### src/common/adc_cfg_pkg.sv
/*
 * Constants and types for the analog-input configuration register set:
 * word layout, register select codes, the packed configuration carrier,
 * the resolved conversion setup and the block's state record.
 * Assumes 16-bit words shifted MSB first over a 3-wire serial port.
 */
package adc_cfg_pkg;

    // serial word layout
    localparam int WORD_BITS = 16;
    localparam int CONFIG_FLAG_BIT = 15;
    localparam int CODE_HI = 15;
    localparam int CODE_LO = 11;
    localparam int FIELD_HI = 10;
    localparam int FIELD_LO = 3;
    localparam int COMMON_BIT = 2;
    localparam int NUM_PAIRS = 8;

    // register select codes in bits 15:11
    localparam logic [4:0] PAIRING_REGISTER_CODE = 5'h11;
    localparam logic [4:0] BIPOLAR_REGISTER_CODE = 5'h12;
    localparam logic [4:0] UPPER_SCAN_REGISTER_CODE = 5'h14;

    // bit counter: full word, and a saturation value past it
    localparam logic [4:0] CNT_ZERO = 5'h00;
    localparam logic [4:0] CNT_ONE = 5'h01;
    localparam logic [4:0] CNT_FULL = 5'h10;
    localparam logic [4:0] CNT_OVER = 5'h11;

    // register contents; index p of a pair vector is pair 2p/2p+1,
    // index k of the scan vector is input 8+k
    typedef struct packed {
        logic [NUM_PAIRS-1:0] pseudo_diff_pair_bit;
        logic [NUM_PAIRS-1:0] bipolar_pair_bit;
        logic [NUM_PAIRS-1:0] scan_include_bit;
        logic common_reference_bit;
    } pair_cfg_t;

    // conversion setup for the channel on channel_select_field
    typedef struct packed {
        logic differential;
        logic twos_complement;
        logic vs_negative_ref_input;
        logic scan_included;
    } conv_result_t;

    typedef struct packed {
        logic sclk_prev;
        logic cs_n_prev;
        logic [4:0] bit_cnt;
        logic [WORD_BITS-1:0] shift;
        pair_cfg_t cfg;
        conv_result_t result;
        logic data_invalid;
        logic [WORD_BITS-1:0] mode_word;
        logic mode_stb;
    } cfg_state_t;

    // select idles high; a zero here would fake a frame end after reset
    localparam cfg_state_t STATE_RESET = '{cs_n_prev: 1'b1, default: '0};

    // pair bits sit with pair 0/1 at bit 10 and pair 14/15 at bit 3
    function automatic logic [NUM_PAIRS-1:0] pair_field(
        input logic [WORD_BITS-1:0] w);
        logic [NUM_PAIRS-1:0] r;
        r = '0;
        for (int p = 0; p < NUM_PAIRS; p++) begin
            r[p] = w[FIELD_HI - p];
        end
        return r;
    endfunction

endpackage

### src/core/adc_input_config_regs.sv
/*
 * Configuration register set of a multichannel SAR converter: receives
 * 16-bit words over the 3-wire serial port, decodes the pairing, bipolar
 * and upper-scan registers, and resolves the setup of the selected channel.
 * Assumes serial pins already synchronous to clk_sys_i and a serial clock
 * well below half the system rate; shifts on the rising serial edge.
 */
`timescale 1ns/10ps
`default_nettype none

module adc_input_config_regs (
    input wire logic clk_sys_i,
    input wire logic reset_n_i,
    input wire logic sclk_i,
    input wire logic cs_n_i,
    input wire logic din_i,
    input wire logic [3:0] channel_select_field_i,
    input wire logic conversion_active_i,
    output adc_cfg_pkg::pair_cfg_t cfg_o,
    output adc_cfg_pkg::conv_result_t result_o,
    output logic data_invalid_o,
    output logic [adc_cfg_pkg::WORD_BITS-1:0] mode_word_o,
    output logic mode_stb_o
);
    import adc_cfg_pkg::*;

    cfg_state_t state_reg;
    cfg_state_t state_next;
    logic sclk_rise;
    logic frame_end;
    logic word_full;
    logic config_word;
    logic mode_word;
    logic [4:0] word_code;
    logic [NUM_PAIRS-1:0] pair_diff;
    logic [NUM_PAIRS-1:0] pair_twos;
    logic [2:0] pair_sel;
    logic [2:0] upper_sel;

    ////////////////////////////////////////////////////////////////////////
    // frame decoding

    // edges found against last cycle's pins; pins are already synchronous
    assign sclk_rise = sclk_i & ~state_reg.sclk_prev;
    assign frame_end = ~state_reg.cs_n_prev & cs_n_i;
    // short or long frames are dropped rather than half-applied
    assign word_full = (state_reg.bit_cnt == CNT_FULL);
    assign config_word = frame_end & word_full
        & state_reg.shift[CONFIG_FLAG_BIT];
    assign mode_word = frame_end & word_full
        & ~state_reg.shift[CONFIG_FLAG_BIT];
    assign word_code = state_reg.shift[CODE_HI:CODE_LO];
    assign pair_sel = channel_select_field_i[3:1];
    assign upper_sel = channel_select_field_i[2:0];

    ////////////////////////////////////////////////////////////////////////
    // per-pair resolution

    genvar gp;
    generate
        for (gp = 0; gp < NUM_PAIRS; gp++) begin : g_pair
            pair_mode_resolve u_resolve (
                .pseudo_diff_i(state_reg.cfg.pseudo_diff_pair_bit[gp]),
                .bipolar_i(state_reg.cfg.bipolar_pair_bit[gp]),
                .common_ref_i(state_reg.cfg.common_reference_bit),
                .differential_o(pair_diff[gp]),
                .twos_complement_o(pair_twos[gp])
            );
        end
    endgenerate

    ////////////////////////////////////////////////////////////////////////
    // next state

    // shifter, register decode, invalid flag and resolved setup
    always_comb begin
        state_next = state_reg;
        state_next.sclk_prev = sclk_i;
        state_next.cs_n_prev = cs_n_i;
        state_next.mode_stb = 1'b0;
        if (cs_n_i) begin
            state_next.bit_cnt = CNT_ZERO;
        end else if (sclk_rise) begin
            state_next.shift = {state_reg.shift[WORD_BITS-2:0], din_i};
            if (state_reg.bit_cnt != CNT_OVER) begin
                state_next.bit_cnt = state_reg.bit_cnt + CNT_ONE;
            end
        end
        // other config codes belong to registers outside this block
        if (config_word) begin
            case (word_code)
                PAIRING_REGISTER_CODE: begin
                    state_next.cfg.pseudo_diff_pair_bit =
                        pair_field(state_reg.shift);
                    state_next.cfg.common_reference_bit =
                        state_reg.shift[COMMON_BIT];
                end
                BIPOLAR_REGISTER_CODE: begin
                    state_next.cfg.bipolar_pair_bit =
                        pair_field(state_reg.shift);
                end
                UPPER_SCAN_REGISTER_CODE: begin
                    state_next.cfg.scan_include_bit =
                        state_reg.shift[FIELD_HI:FIELD_LO];
                end
                default: begin
                    state_next.cfg = state_reg.cfg;
                end
            endcase
        end
        // the running conversion finishes; the output stream is untrusted
        if (mode_word) begin
            state_next.data_invalid = 1'b0;
            state_next.mode_word = state_reg.shift;
            state_next.mode_stb = 1'b1;
        end
        if (config_word && conversion_active_i) begin
            state_next.data_invalid = 1'b1;
        end
        // registered so the converter sees a glitch-free setup
        state_next.result.differential = pair_diff[pair_sel];
        state_next.result.twos_complement = pair_twos[pair_sel];
        state_next.result.vs_negative_ref_input =
            state_reg.cfg.common_reference_bit;
        state_next.result.scan_included = channel_select_field_i[3]
            & state_reg.cfg.scan_include_bit[upper_sel];
    end

    ////////////////////////////////////////////////////////////////////////
    // state register

    always_ff @(posedge clk_sys_i) begin
        if (!reset_n_i) begin
            state_reg <= STATE_RESET;
        end else begin
            state_reg <= state_next;
        end
    end

    assign cfg_o = state_reg.cfg;
    assign result_o = state_reg.result;
    assign data_invalid_o = state_reg.data_invalid;
    assign mode_word_o = state_reg.mode_word;
    assign mode_stb_o = state_reg.mode_stb;
endmodule // adc_input_config_regs

`default_nettype wire

### src/core/pair_mode_resolve.sv
/*
 * Resolves one input pair's conversion style from its pseudo-differential
 * bit, its bipolar bit and the global common-reference bit.
 * Assumes purely combinational use; the caller registers the result.
 */
`timescale 1ns/10ps
`default_nettype none

module pair_mode_resolve (
    input wire logic pseudo_diff_i,
    input wire logic bipolar_i,
    input wire logic common_ref_i,
    output logic differential_o,
    output logic twos_complement_o
);

    // common reference overrides everything, then pseudo beats bipolar
    always_comb begin
        differential_o = 1'b0;
        twos_complement_o = 1'b0;
        if (common_ref_i) begin
            differential_o = 1'b0;
        end else if (pseudo_diff_i) begin
            differential_o = 1'b1;
        end else if (bipolar_i) begin
            differential_o = 1'b1;
            twos_complement_o = 1'b1;
        end else begin
            differential_o = 1'b0;
        end
    end

endmodule // pair_mode_resolve

`default_nettype wire

### config.mk
export PLATFORM = sky130hd
export DESIGN_NAME = adc_input_config_regs
export DESIGN_NICKNAME = d
export VERILOG_FILES = /design/src/common/adc_cfg_pkg.sv /design/src/core/adc_input_config_regs.sv /design/src/core/pair_mode_resolve.sv
export SDC_FILE = /design/constraint.sdc
export NUM_CORES = 1
export LEC_CHECK = 0
export BUFFER_PORTS_ARGS = -buffer_cell sky130_fd_sc_hd__buf_4
export CAP_MARGIN = 0
export CORE_UTILIZATION = 29
export DETAILED_ROUTE_END_ITERATION = 10
export SETUP_SLACK_MARGIN = 0.15
export SYNTH_ARGS = -nofsm -noshare
export SYNTH_HDL_FRONTEND = slang
export SYNTH_SLANG_ARGS = --single-unit
### constraint.sdc
create_clock -name clk_sys_i -period 3.9 [get_ports clk_sys_i]
set_input_delay 0.78 -clock clk_sys_i [delete_from_list [all_inputs] [get_ports clk_sys_i]]
set_output_delay 0.78 -clock clk_sys_i [all_outputs]
set_load 0.1 [all_outputs]
; Word-level counts from Yosys, hierarchy flattened
; Index checks and enable logic that the tools add are counted.
[word_totals]
regBits = 70
in_bits = 10
out_inout_bits = 47
[classes]
addsub = 1
order_cmp = 2
n_eq_ne = 5
mux = 48
n_bitwise = 11
reduce_logical = 8
[ops]
columns = cell, n
row1 = 1-bit two-way mux, 44
row2 = "5-bit == test, second input constant", 4
row3 = 18-bit two-way mux, 1
row4 = 2-bit AND reduction, 5
row5 = 1-bit binary-select mux with 3-bit select, 3
row6 = "3-bit by 4-bit less-than comparator with 1-bit output, second input constant", 2
row7 = 1-bit bitwise AND, 6
row8 = "5-bit by 1-bit adder with 5-bit output, second input constant", 1
row9 = "5-bit != test, second input constant", 1
row10 = 1-bit NOT, 5
row11 = 2-bit nonzero test, 1
row12 = 2-bit OR reduction, 1
row13 = 1-bit logical AND, 1

; Longest topological paths before layout
; Gate-level depths: netlist (run 1).
[depth]
depth_word = 6
depth_mapped = 6

; Hierarchy
; A second synthesis (run 1) with hierarchy kept.
[hier_totals]
hier_cells = 355
area_unflattened_um2 = 3357.0
[modules_own_cells]
columns = module, n_inst, cells_per_inst, area_per_inst_um2
row1 = adc_input_config_regs, 1, 339, 3176.8
row2 = pair_mode_resolve, 8, 2, 22.5

; Least setup slack after synthesis (run 1)
; No wires, ideal clock.
[synth_timing]
path_kind = input to register
start = input port cs_n_i
end = register state_reg, in the netlist cfg_o[10]
setup_ns = 0.072
arrival_time_ns = 1.864
required_ns = 3.828
slack_ns = 1.964
cell_stages = 3
path_buffers = 0
path_cell_list = nand3b_1 nor4_4 mux2i_1
[synth_between]
elab_chain_cells = 4
[synth_rtl]
columns = item, line_no
row1 = start: declaration, adc_input_config_regs.sv:15  ; input wire logic cs_n_i,
row2 = 1-bit bitwise AND, adc_input_config_regs.sv:45  ; assign frame_end = ~state_reg.cs_n_prev & cs_n_i;
row3 = 1-bit bitwise AND, adc_input_config_regs.sv:48  ; assign config_word = frame_end & word_full
row4 = 1-bit bitwise AND, adc_input_config_regs.sv:49  ; & state_reg.shift[CONFIG_FLAG_BIT];
row5 = 2-bit AND reduction (no line), n/a
row6 = end signal: assignment, adc_input_config_regs.sv:136  ; state_reg <= state_next;
row7 = end: declaration, adc_input_config_regs.sv:27  ; cfg_state_t state_reg;
; Every way passes these cells.
; A chain may end at the register's enable or synchronous reset.

; Final worst setup path (run 1)
[layout_timing]
start = register state_reg[65] (netlist name)
end = register state_reg, in the netlist data_invalid_o
[layout_between]
elab_chain_cells = 5
elab_cells_between_ends = 7
[layout_rtl]
columns = item, line_no
row1 = 5-bit == test (*), adc_input_config_regs.sv:47  ; assign word_full = (state_reg.bit_cnt == CNT_FULL);
row2 = 1-bit bitwise AND (*), "adc_input_config_regs.sv:48, adc_input_config_regs.sv:50"
row3 = 1-bit bitwise AND, adc_input_config_regs.sv:49
row4 = 1-bit logical AND, adc_input_config_regs.sv:117  ; if (config_word && conversion_active_i) begin
row5 = 1-bit two-way mux or 2-bit nonzero test (tied branches), n/a
; Mark *: on every way between the ends. The rest lies on a longest branch, timed or not.

==> flow_summary_export.csv, run 1 <==
group,metric,value,unit
status,outcome,"finished clean",
floorplanning,core_area,10940,sq um
cells_and_area,largest_reg_flops,25,
floorplanning,row_count,38,
cells_and_area,areaGrowthSynthToFinish,15.12,%
power_and_ir_drop,sw_frac_of_total,0.2190,
sta,skew,0.006643,ns
clock_tree,cts_resized,0,
yosys,syn_avg_cell_area,9.363,sq um
sta,tightestPinTransition,1.037,ns
routing,viasPerCell,4.497,
sta,finalSetupViolations,0,
routing,drtIter0Drc,104,
global_routing,first_global_vias,2218,
placement,place_area,3485,sq um
worst_setup_path,crit_chain,"or3b_1, nor3_4, and3b_1",
yosys,synth_area,3277,sq um
yosys,yosysWarnings,0,
worst_setup_path,crit_buf_inv,0,
sta,slew_headroom,0.3061,
floorplanning,io_pins,57,
placement,place.gp.congestion,0.7294,
worst_setup_path,slowest_delay,0.89,ns
clock_tree,cts_root_buf,"clkbuf_16",
power_and_ir_drop,ir_drop,0.2276,mV
worst_setup_path,cp.arrival,2.40,ns
floorplanning,start_util,0.2997,
routing,drc,0,
clock_tree,cts_made_buffers,9,
sta,period_minus_slack,2.178,ns
sta,report.final.slew_viol_count,0,
yosys,ys_seq_area_frac,0.4276,
sta,fin_setup_tns,0,ns
worst_setup_path,critPathKind,"flip-flop to flip-flop",
power_and_ir_drop,power_frac_clock,0.504,
sta,holdWs,0.4617,ns
sta,clock.fmax,0.4591,GHz
cells_and_area,antenna_cells,0,
yosys,yosysUniqueCellTypes,35,
floorplanning,fp.dieW,108.3,microns
yosys,syn-num-nets,363,
global_routing,grt_first_pass_wirelength,11130,microns
routing,wire_per_inst,13.50,microns
sta,finalCritPeriodShare,0.5584,
floorplanning,dieArea,11730,sq um
worst_setup_path,crit_required,4.12,ns
clock_tree,cts.reportedPaths.clkPinSlew,0.06,ns
worst_setup_path,crit_slowest_cell,"nor3_4",
power_and_ir_drop,p_seq_frac,0.468,
placement,dp_hpwl,4671,microns
power_and_ir_drop,pwr-share-comb,0.028,
global_routing,antenna_found_initial,0,
power_and_ir_drop,p_leak,1.336,nW
global_routing,grt_max_degree,79,
cells_and_area,num-fill-cells,1120,
floorplanning,die_h,108.3,microns
cells_and_area,finish.utilization,0.3450,
worst_setup_path,crit_fanout,18,
clock_tree,cts_hold_buffers,0,
routing,drt-total-wl,6791,microns
worst_setup_path,start_kind,"flip-flop",
global_routing,grtUsageTotal,0.1254,
clock_tree,cts_max_level,3,
yosys,syn_inst,350,
min_path,min_path_type,"flip-flop to flip-flop",
clock_tree,clock_latency,0.33,ns
routing,ant_nets,0,
routing,vias,2262,
worst_setup_path,crit_path_end_kind,"flip-flop",
placement,dp.cells,487,
cells_and_area,stdcell_count,503,
routing,dr.pass1.iters,5,
yosys,synth_seq_cells,70,
job,maxCapViolations,0,
cells_and_area,final_layout_size_suffix_gt1_frac,0.2452,
cells_and_area,nNetsFinal,371,
sta,rsz0062_at_grt,"no",
clock_tree,ctsLongestPathBuffers,2,
clock_tree,cts_tree,"yes",
worst_setup_path,path_delay_family,"simple AND/OR/NAND/NOR gates",
cells_and_area,final_cell_area,3772,sq um
clock_tree,postCtsSetupRepairBufs,0,
power_and_ir_drop,p_sw,0.0003366,W
worst_setup_path,r2r_slack,1.72,ns
power_and_ir_drop,intPower,0.001200,W
placement,portBuffers,56,
global_routing,grt_overflow,0,
clock_tree,cts.sinks,70,
power_and_ir_drop,power_density,407.4,nW/um^2
sta,hold_violations,0,
## per-stage QoR
step / power (W) / setup slack, ns
2_1_floorplan: 0.0007623 / 1.964
3_3_place_gp: 0.0007777 / 1.477
3_5_place_dp: 0.0007784 / 1.412
4_1_cts: 0.001558 / 1.710
5_1_grt: 0.001594 / 1.526
6_report: 0.001537 / 1.722
## synthesized netlist by cell type, drive strengths merged
| library cell | instances | area share |
|---|---|---|
| a21boi | 16 | 0.037 |
| or2 | 1 | 0.0019 |
| inv | 6 | 0.0069 |
| nand2b | 12 | 0.023 |
| buf | 52 | 0.11 |
| mux4 | 6 | 0.041 |
| or4bb | 1 | 0.0034 |
| nor3 | 1 | 0.0050 |
| and2 | 2 | 0.0038 |
| or3b | 3 | 0.0080 |
| ha | 3 | 0.011 |
| nor2 | 10 | 0.011 |
| dfxtp | 70 | 0.43 |
| nand3b | 2 | 0.0046 |
| nand2 | 91 | 0.10 |
| o21ba | 1 | 0.0031 |
| o22ai | 2 | 0.0038 |
| clkbuf | 8 | 0.0092 |
| a21oi | 4 | 0.0061 |
| mux2i | 41 | 0.13 |
| a311o | 1 | 0.0034 |
| and3b | 2 | 0.0053 |
| or3 | 3 | 0.0057 |
| nand3 | 1 | 0.0015 |
| o31ai | 1 | 0.0023 |
| nor4 | 3 | 0.015 |
| o21a | 1 | 0.0023 |
| nor3b | 2 | 0.0046 |
| o21ai | 3 | 0.0046 |
| and4bb | 1 | 0.0038 |
## final timing paths
path / startpoint / end / cells past startpoint
worst max-delay path: state_reg[65] / data_invalid_o / 3
worst min-delay path: mode_word_o[2] / mode_word_o[2] / 2
worst max register to register: state_reg[65] / data_invalid_o / 3
worst min register to register: mode_word_o[2] / mode_word_o[2] / 2
## power by group through the flow
stage	Clock (W)	Sequential, W	Combinational (W)
after global placement	0	0.000735	0.0000430
after CTS	0.000796	0.000719	0.0000436
after detailed placement	0	0.000735	0.0000436
after floorplan	0	0.000734	0.0000279
final	0.000775	0.000719	0.0000428
after global routing	0.000828	0.000719	0.0000474
## cell type report
cell class	instances	area, sq um	share of cell area
repair buffers	57	427.9	0.1134
inverters	6	22.52	0.005970
clock buffers	12	256.5	0.06799
clock inverters	4	31.28	0.008292
well taps	140	175.2	0.04643
multi-input cells	214	1458	0.3864
flip-flops and latches	70	1401	0.3715
## layout by cell type (no fill, tap or decap), types with 2 or more instances in the layout
master,count
or3_1,3
nand2b_1,12
a21oi_1,4
or3b_2,2
mux4_2,6
buf_4,57
nor4_4,2
inv_1,6
nand2_1,91
a21boi_0,16
o22ai_1,2
nor2_1,10
mux2i_1,41
clkinv_4,3
nand3b_1,2
clkbuf_8,2
and2_1,2
o21ai_0,3
dfxtp_1,70
ha_1,3
clkbuf_16,9
and3b_1,2
## worst reg2reg max path: cells and delay by family, from the launching register on
kind,cells,cell delay [ns]
AND/OR/NAND/NOR,3,1.72
flip-flops,1,0.35
## routing by layer
metal,global-route usage,vias to the layer above,share of wire
met5,0,-,0
met4,0.03475,0,0.010
met3,0.04641,7,0.054
met2,0.2015,44,0.47
met1,0.1572,1084,0.47
li1,-,1127,-
## logic make-up after synthesis
kind of cell | Yosys count | share of synthesized area
AND/OR/NAND/NOR | 135 | 0.2012
adder cells (fa/ha/maj) | 3 | 0.01146
AO/OA/AOI/OAI | 29 | 0.06224
buffers and inverters | 66 | 0.1310
multiplexers | 47 | 0.1665
flip-flops | 70 | 0.4276
No activity file was read; power rests on OpenSTA's default activity.
==> inputs of run 2 (changes only) <==
clock period = 1.9 ns   (was 3.9 ns; I/O delays follow)
==> run 2 against run 1 <==
  * Sequential power grew 110%
  * Fmax grew 34%
  * Clock power grew 140%
  * Cell count is 2.2% higher
  * Clock skew grew 0.0020 ns
  * Flip-flop and latch count stayed put
  * Largest power group unchanged
  * Sequential share of layout area shrank 1.5 points
  * Core utilization increased by 1.5 points
  * Largest cell class unchanged
==> flow_summary_export.csv, run 2 (synthesis gave the netlist of run 1 again) <==
group,metric,value,unit
floorplanning,io_pins,57,
worst_setup_path,cp.arrival,1.89,ns
routing,dr.pass1.iters,4,
job,maxCapViolations,0,
clock_tree,cts_root_buf,"clkbuf_16",
worst_setup_path,crit_required,2.16,ns
sta,finalSetupViolations,0,
worst_setup_path,worstReg2RegStart,"state_reg[67]",
worst_setup_path,r2r_end,"cfg_o[14]",
worst_setup_path,crit_buf_inv,1,
placement,dp_hpwl,4825,microns
placement,portBuffers,56,
power_and_ir_drop,power_density,872.4,nW/um^2
global_routing,antenna_found_initial,0,
worst_setup_path,critPathKind,"flip-flop to flip-flop",
global_routing,first_global_vias,2162,
global_routing,grtUsageTotal,0.1285,
clock_tree,cts_tree,"yes",
global_routing,grt_first_pass_wirelength,11310,microns
min_path,hold_path_startpoint,"sclk_i",
worst_setup_path,crit_slowest_cell,"or3b_4",
floorplanning,die_h,108.3,microns
global_routing,grt_overflow,0,
status,outcome,"finished clean",
clock_tree,cts_made_buffers,9,
cells_and_area,nNetsFinal,382,
cells_and_area,largest_reg_flops,25,
cells_and_area,areaGrowthSynthToFinish,20.16,%
routing,wire_per_inst,13.64,microns
floorplanning,start_util,0.2997,
worst_setup_path,start_kind,"flip-flop",
worst_setup_path,slowest_delay,0.47,ns
sta,tightestPinTransition,0.3508,ns
min_path,hold-path-endpoint,"state_reg[69]",
sta,clock.fmax,0.6142,GHz
routing,drtIter0Drc,138,
clock_tree,cts_hold_buffers,0,
clock_tree,ctsLongestPathBuffers,2,
clock_tree,cts.sinks,70,
worst_setup_path,rr_worst_depth,4,
power_and_ir_drop,ir_drop,0.4531,mV
min_path,hold-path-cell-count,2,
sta,slew_headroom,0.7662,
routing,drc,0,
routing,ant_nets,0,
sta,rsz0062_at_grt,"no",
floorplanning,row_count,38,
cells_and_area,antenna_cells,0,
routing,vias,2290,
cells_and_area,final_cell_area,3938,sq um
clock_tree,clock_latency,0.34,ns
routing,viasPerCell,4.455,
sta,period_minus_slack,1.628,ns
placement,place.gp.congestion,0.7085,
sta,report.final.slew_viol_count,0,
routing,drt-total-wl,7010,microns
cells_and_area,final_layout_size_suffix_gt1_frac,0.2781,
cells_and_area,num-fill-cells,1106,
worst_setup_path,path_delay_family,"simple AND/OR/NAND/NOR gates",
clock_tree,cts_max_level,3,
sta,finalCritPeriodShare,0.8569,
sta,skew,0.008609,ns
floorplanning,core_area,10940,sq um
worst_setup_path,r2r_slack,0.27,ns
sta,hold_violations,0,
cells_and_area,final_common_cell,"nand2_1",
worst_setup_path,crit_chain,"or3b_4, nor4_4, buf_6, mux2i_1",
global_routing,grt_max_degree,37,
clock_tree,cts.reportedPaths.clkPinSlew,0.06,ns
sta,holdWs,0.2892,ns
worst_setup_path,crit_path_end_kind,"flip-flop",
power_and_ir_drop,p_leak,1.436,nW
floorplanning,fp.dieW,108.3,microns
min_path,min_path_type,"input pin to flip-flop",
worst_setup_path,crit_fanout,8,
placement,place_area,3557,sq um
floorplanning,dieArea,11730,sq um
cells_and_area,final_cell_mix,"nand2_1, dfxtp_1, buf_4",
sta,fin_setup_tns,0,ns
[run 2: cell types whose count changed in the layout (fill, tap and decap cells not counted), moves of 2 or more]
cell / previous run / this run
dfxtp_1: 70 / 68
bufinv_16: 0 / 2
clkinv_4: 3 / 1
or3b_4: 0 / 2
buf_6: 0 / 2
dfxtp_2: 0 / 2
buf_4: 57 / 65
[run 2: worst max path at each step]
stage	startpoint	to	slack, ns	depth (start not counted)
final	state_reg[67]	cfg_o[14]	0.27	4
after global routing	state_reg[64]	cfg_o[10]	0.14	7
after CTS	state_reg[67]	cfg_o[0]	0.20	4
after detailed placement	state_reg[65]	cfg_o[19]	0.12	4
after global placement	state_reg[65]	cfg_o[17]	0.21	4
after floorplan	state_reg[65]	mode_word_o[6]	0.19	5
[run 2: power breakdown]
| group | internal [W] | switching, W | total, W |
|---|---|---|---|
| combinational | 0.0000390 | 0.0000595 | 0.0000984 |
| sequential | 0.00147 | 0.00000362 | 0.00148 |
| clock | 0.00122 | 0.000640 | 0.00186 |
| total | 0.00273 | 0.000703 | 0.00344 |
[run 2: per-stage QoR]
step           worst slack [ns]  power, W    util  instances
6_report                 0.2719  0.003435  0.3601        514
5_1_grt                  0.1403  0.003545  0.3601        514
4_1_cts                  0.1994  0.003475  0.3574        513
3_5_place_dp             0.1248  0.001605  0.3253        495
3_3_place_gp             0.2101  0.001604  0.3253        495
2_1_floorplan            0.1880  0.001565       -        350
[run 2: what timing repair did]
action                                  4_1_cts  5_1_grt
gates cloned                                  0        1
endpoints found under the setup margin        9        7
resized for setup                             1        8
pin swaps                                     0        2
buffers inserted                              2        0
[run 2: final cells by class]
type                    instances  area, sq um  share of cell area
clock buffers                  11        252.7             0.06419
clock inverters                 5        81.33             0.02065
inverters                       6        22.52            0.005720
multi-input cells             214         1471              0.3737
flip-flops and latches         70         1404              0.3565
well taps                     140        175.2             0.04449
repair buffers                 68        530.5              0.1347
[run 2: routing by layer]
| metal | vias to the layer above | share of wire | GRT usage |
|---|---|---|---|
| met5 | - | 0 | 0 |
| met4 | 0 | 0.015 | 0.04923 |
| met3 | 9 | 0.044 | 0.03978 |
| met2 | 42 | 0.48 | 0.2047 |
| met1 | 1083 | 0.46 | 0.1622 |
| li1 | 1156 | - | - |
==> inputs of run 3 (changes only) <==
CELL_PAD_IN_SITES_DETAIL_PLACEMENT = 1   (was default)
CELL_PAD_IN_SITES_GLOBAL_PLACEMENT = 1   (was default)
PLACE_DENSITY_LB_ADDON = 0.1   (was default)
==> run 3 against run 2 <==
  * Non-clock buffer count fell by 1
  * Register-to-register slack got worse by 0.03 ns
  * Fmax fell by 1.6%
  * Critical path depth did not move
  * Total power rose by 0.44%
  * Critical endpoint is now cfg_o[23]
  * Largest cell class unchanged
==> flow_summary_export.csv, run 3 (synthesis gave the netlist of run 1 again) <==
group,metric,value,unit
status,outcome,"finished clean",
worst_setup_path,crit_slowest_cell,"or3b_4",
clock_tree,cts_root_buf,"clkbuf_16",
power_and_ir_drop,power_density,879.6,nW/um^2
worst_setup_path,crit_end,"cfg_o[23]",
power_and_ir_drop,p_leak,1.418,nW
sta,finalCritPeriodShare,0.8712,
worst_setup_path,critPathKind,"flip-flop to flip-flop",
routing,vias,2324,
placement,portBuffers,56,
global_routing,grt_first_pass_wirelength,12410,microns
worst_setup_path,path_delay_family,"simple AND/OR/NAND/NOR gates",
cells_and_area,final_layout_size_suffix_gt1_frac,0.2681,
routing,drt-total-wl,7584,microns
cells_and_area,stdcell_count,513,
global_routing,grt_max_degree,35,
floorplanning,row_count,38,
clock_tree,cts_max_level,3,
floorplanning,core_area,10940,sq um
worst_setup_path,crit_fanout,9,
power_and_ir_drop,ir_drop,0.3480,mV
cells_and_area,largest_reg_flops,25,
routing,drtIter0Drc,71,
sta,clock.fmax,0.6041,GHz
clock_tree,clock_latency,0.33,ns
worst_setup_path,crit_path_end_kind,"flip-flop",
worst_setup_path,crit_chain,"or3b_4, nor4_2, buf_4, mux2i_1",
clock_tree,cts.reportedPaths.clkPinSlew,0.05,ns
sta,tightestPinTransition,0.3726,ns
worst_setup_path,cp-startpoint,"state_reg[67]",
worst_setup_path,start_kind,"flip-flop",
floorplanning,start_util,0.2997,
cells_and_area,regArea,1401,sq um
clock_tree,cts_tree,"yes",
floorplanning,fp.dieW,108.3,microns
sta,slew_headroom,0.7516,
global_routing,grtUsageTotal,0.1415,
placement,place.gp.congestion,0.6907,
worst_setup_path,cp.arrival,1.91,ns
clock_tree,ctsLongestPathBuffers,2,
worst_setup_path,r2r_end,"cfg_o[23]",
worst_setup_path,slowest_delay,0.47,ns
worst_setup_path,crit_required,2.15,ns
worst_setup_path,r2r_slack,0.24,ns
sta,hold_violations,0,
placement,dp_hpwl,5448,microns
sta,skew,0.005195,ns
worst_setup_path,worstReg2RegStart,"state_reg[67]",
routing,drc,0,
cells_and_area,num-fill-cells,1251,
cells_and_area,multi_input_area,1460,sq um
clock_tree,cts_made_buffers,9,
sta,report.final.slew_viol_count,0,
sta,fin_setup_tns,0,ns
cells_and_area,antenna_cells,0,
job,maxCapViolations,0,
floorplanning,dieArea,11730,sq um
cells_and_area,areaGrowthSynthToFinish,19.70,%
worst_setup_path,rr_worst_depth,4,
floorplanning,io_pins,57,
sta,rsz0062_at_grt,"yes",
floorplanning,die_h,108.3,microns
clock_tree,cts.sinks,70,
routing,dr.pass1.iters,4,
cells_and_area,final_common_cell,"nand2_1",
worst_setup_path,crit_buf_inv,1,
global_routing,first_global_vias,2395,
min_path,min_path_type,"input pin to flip-flop",
cells_and_area,final_cell_mix,"nand2_1, dfxtp_1, buf_4",
routing,ant_nets,0,
routing,wire_per_inst,14.78,microns
cells_and_area,nNetsFinal,381,
sta,period_minus_slack,1.655,ns
global_routing,antenna_found_initial,0,
global_routing,grt_overflow,0,
routing,viasPerCell,4.530,
placement,dp.cells,496,
sta,finalSetupViolations,0,
worst_setup_path,path_depth,4,
min_path,hold_path_startpoint,"sclk_i",
==> run 3: worst min path at each step <==
stage                endpoint  slack, ns  cells after the start
3_5_place_dp   mode_word_o[6]       0.45                      2
2_1_floorplan  mode_word_o[0]       0.44                      2
6_report        state_reg[69]       0.29                      2
3_3_place_gp   mode_word_o[6]       0.44                      2
4_1_cts         state_reg[69]       0.28                      2
5_1_grt         state_reg[69]       0.29                      2
==> run 3: stage by stage <==
stage | area, sq um | utilization | setup slack, ns | hold slack (ns) | total power (W)
floorplan | 3277 | - | 0.1880 | 0.4351 | 0.001565
global placement | 3577 | 0.3271 | 0.1701 | 0.4448 | 0.001611
detailed placement | 3577 | 0.3271 | 0.1285 | 0.4489 | 0.001612
CTS | 3923 | 0.3587 | 0.2319 | 0.2850 | 0.003513
global route | 3923 | 0.3587 | 0.1315 | 0.2862 | 0.003599
finish | 3923 | 0.3587 | 0.2447 | 0.2939 | 0.003450
==> run 3: cell type report <==
class / instances / area share
clock buffers: 13 / 0.06890
clock inverters: 3 / 0.01659
inverters: 6 / 0.005742
multi-input cells: 214 / 0.3722
flip-flops and latches: 70 / 0.3573
well taps: 140 / 0.04466
repair buffers: 67 / 0.1346
==> run 3: worst register-to-register path, cell delays in order, from the launching register on <==
cell and delay [ns]:
dfxtp_1 0.37, or3b_4 0.47, nor4_2 0.30, buf_4 0.26, mux2i_1 0.20
==> run 3: what timing repair did <==
| item | 4_1_cts | 5_1_grt |
|---|---|---|
| endpoints found under the setup margin | 10 | 7 |
| hold endpoints to repair | 0 | 0 |
| gates resized for setup | 1 | 0 |
| buffers inserted | 1 | 0 |
| hold buffers | 0 | 0 |
==> run 3: where the power goes <==
group,switching [W],internal (W)
Combinational,0.0000620,0.0000391
Clock,0.000617,0.00126
Sequential,0.00000404,0.00147
Total,0.000683,0.00277
==> run 3: routing by layer <==
metal | global-route usage | up-vias | routed length (microns)
li1 | - | 1152 | -
met4 | 0.04633 | 0 | 104
met2 | 0.2279 | 43 | 3519
met3 | 0.04762 | 10 | 368
met1 | 0.1769 | 1119 | 3591
met5 | 0 | - | 0
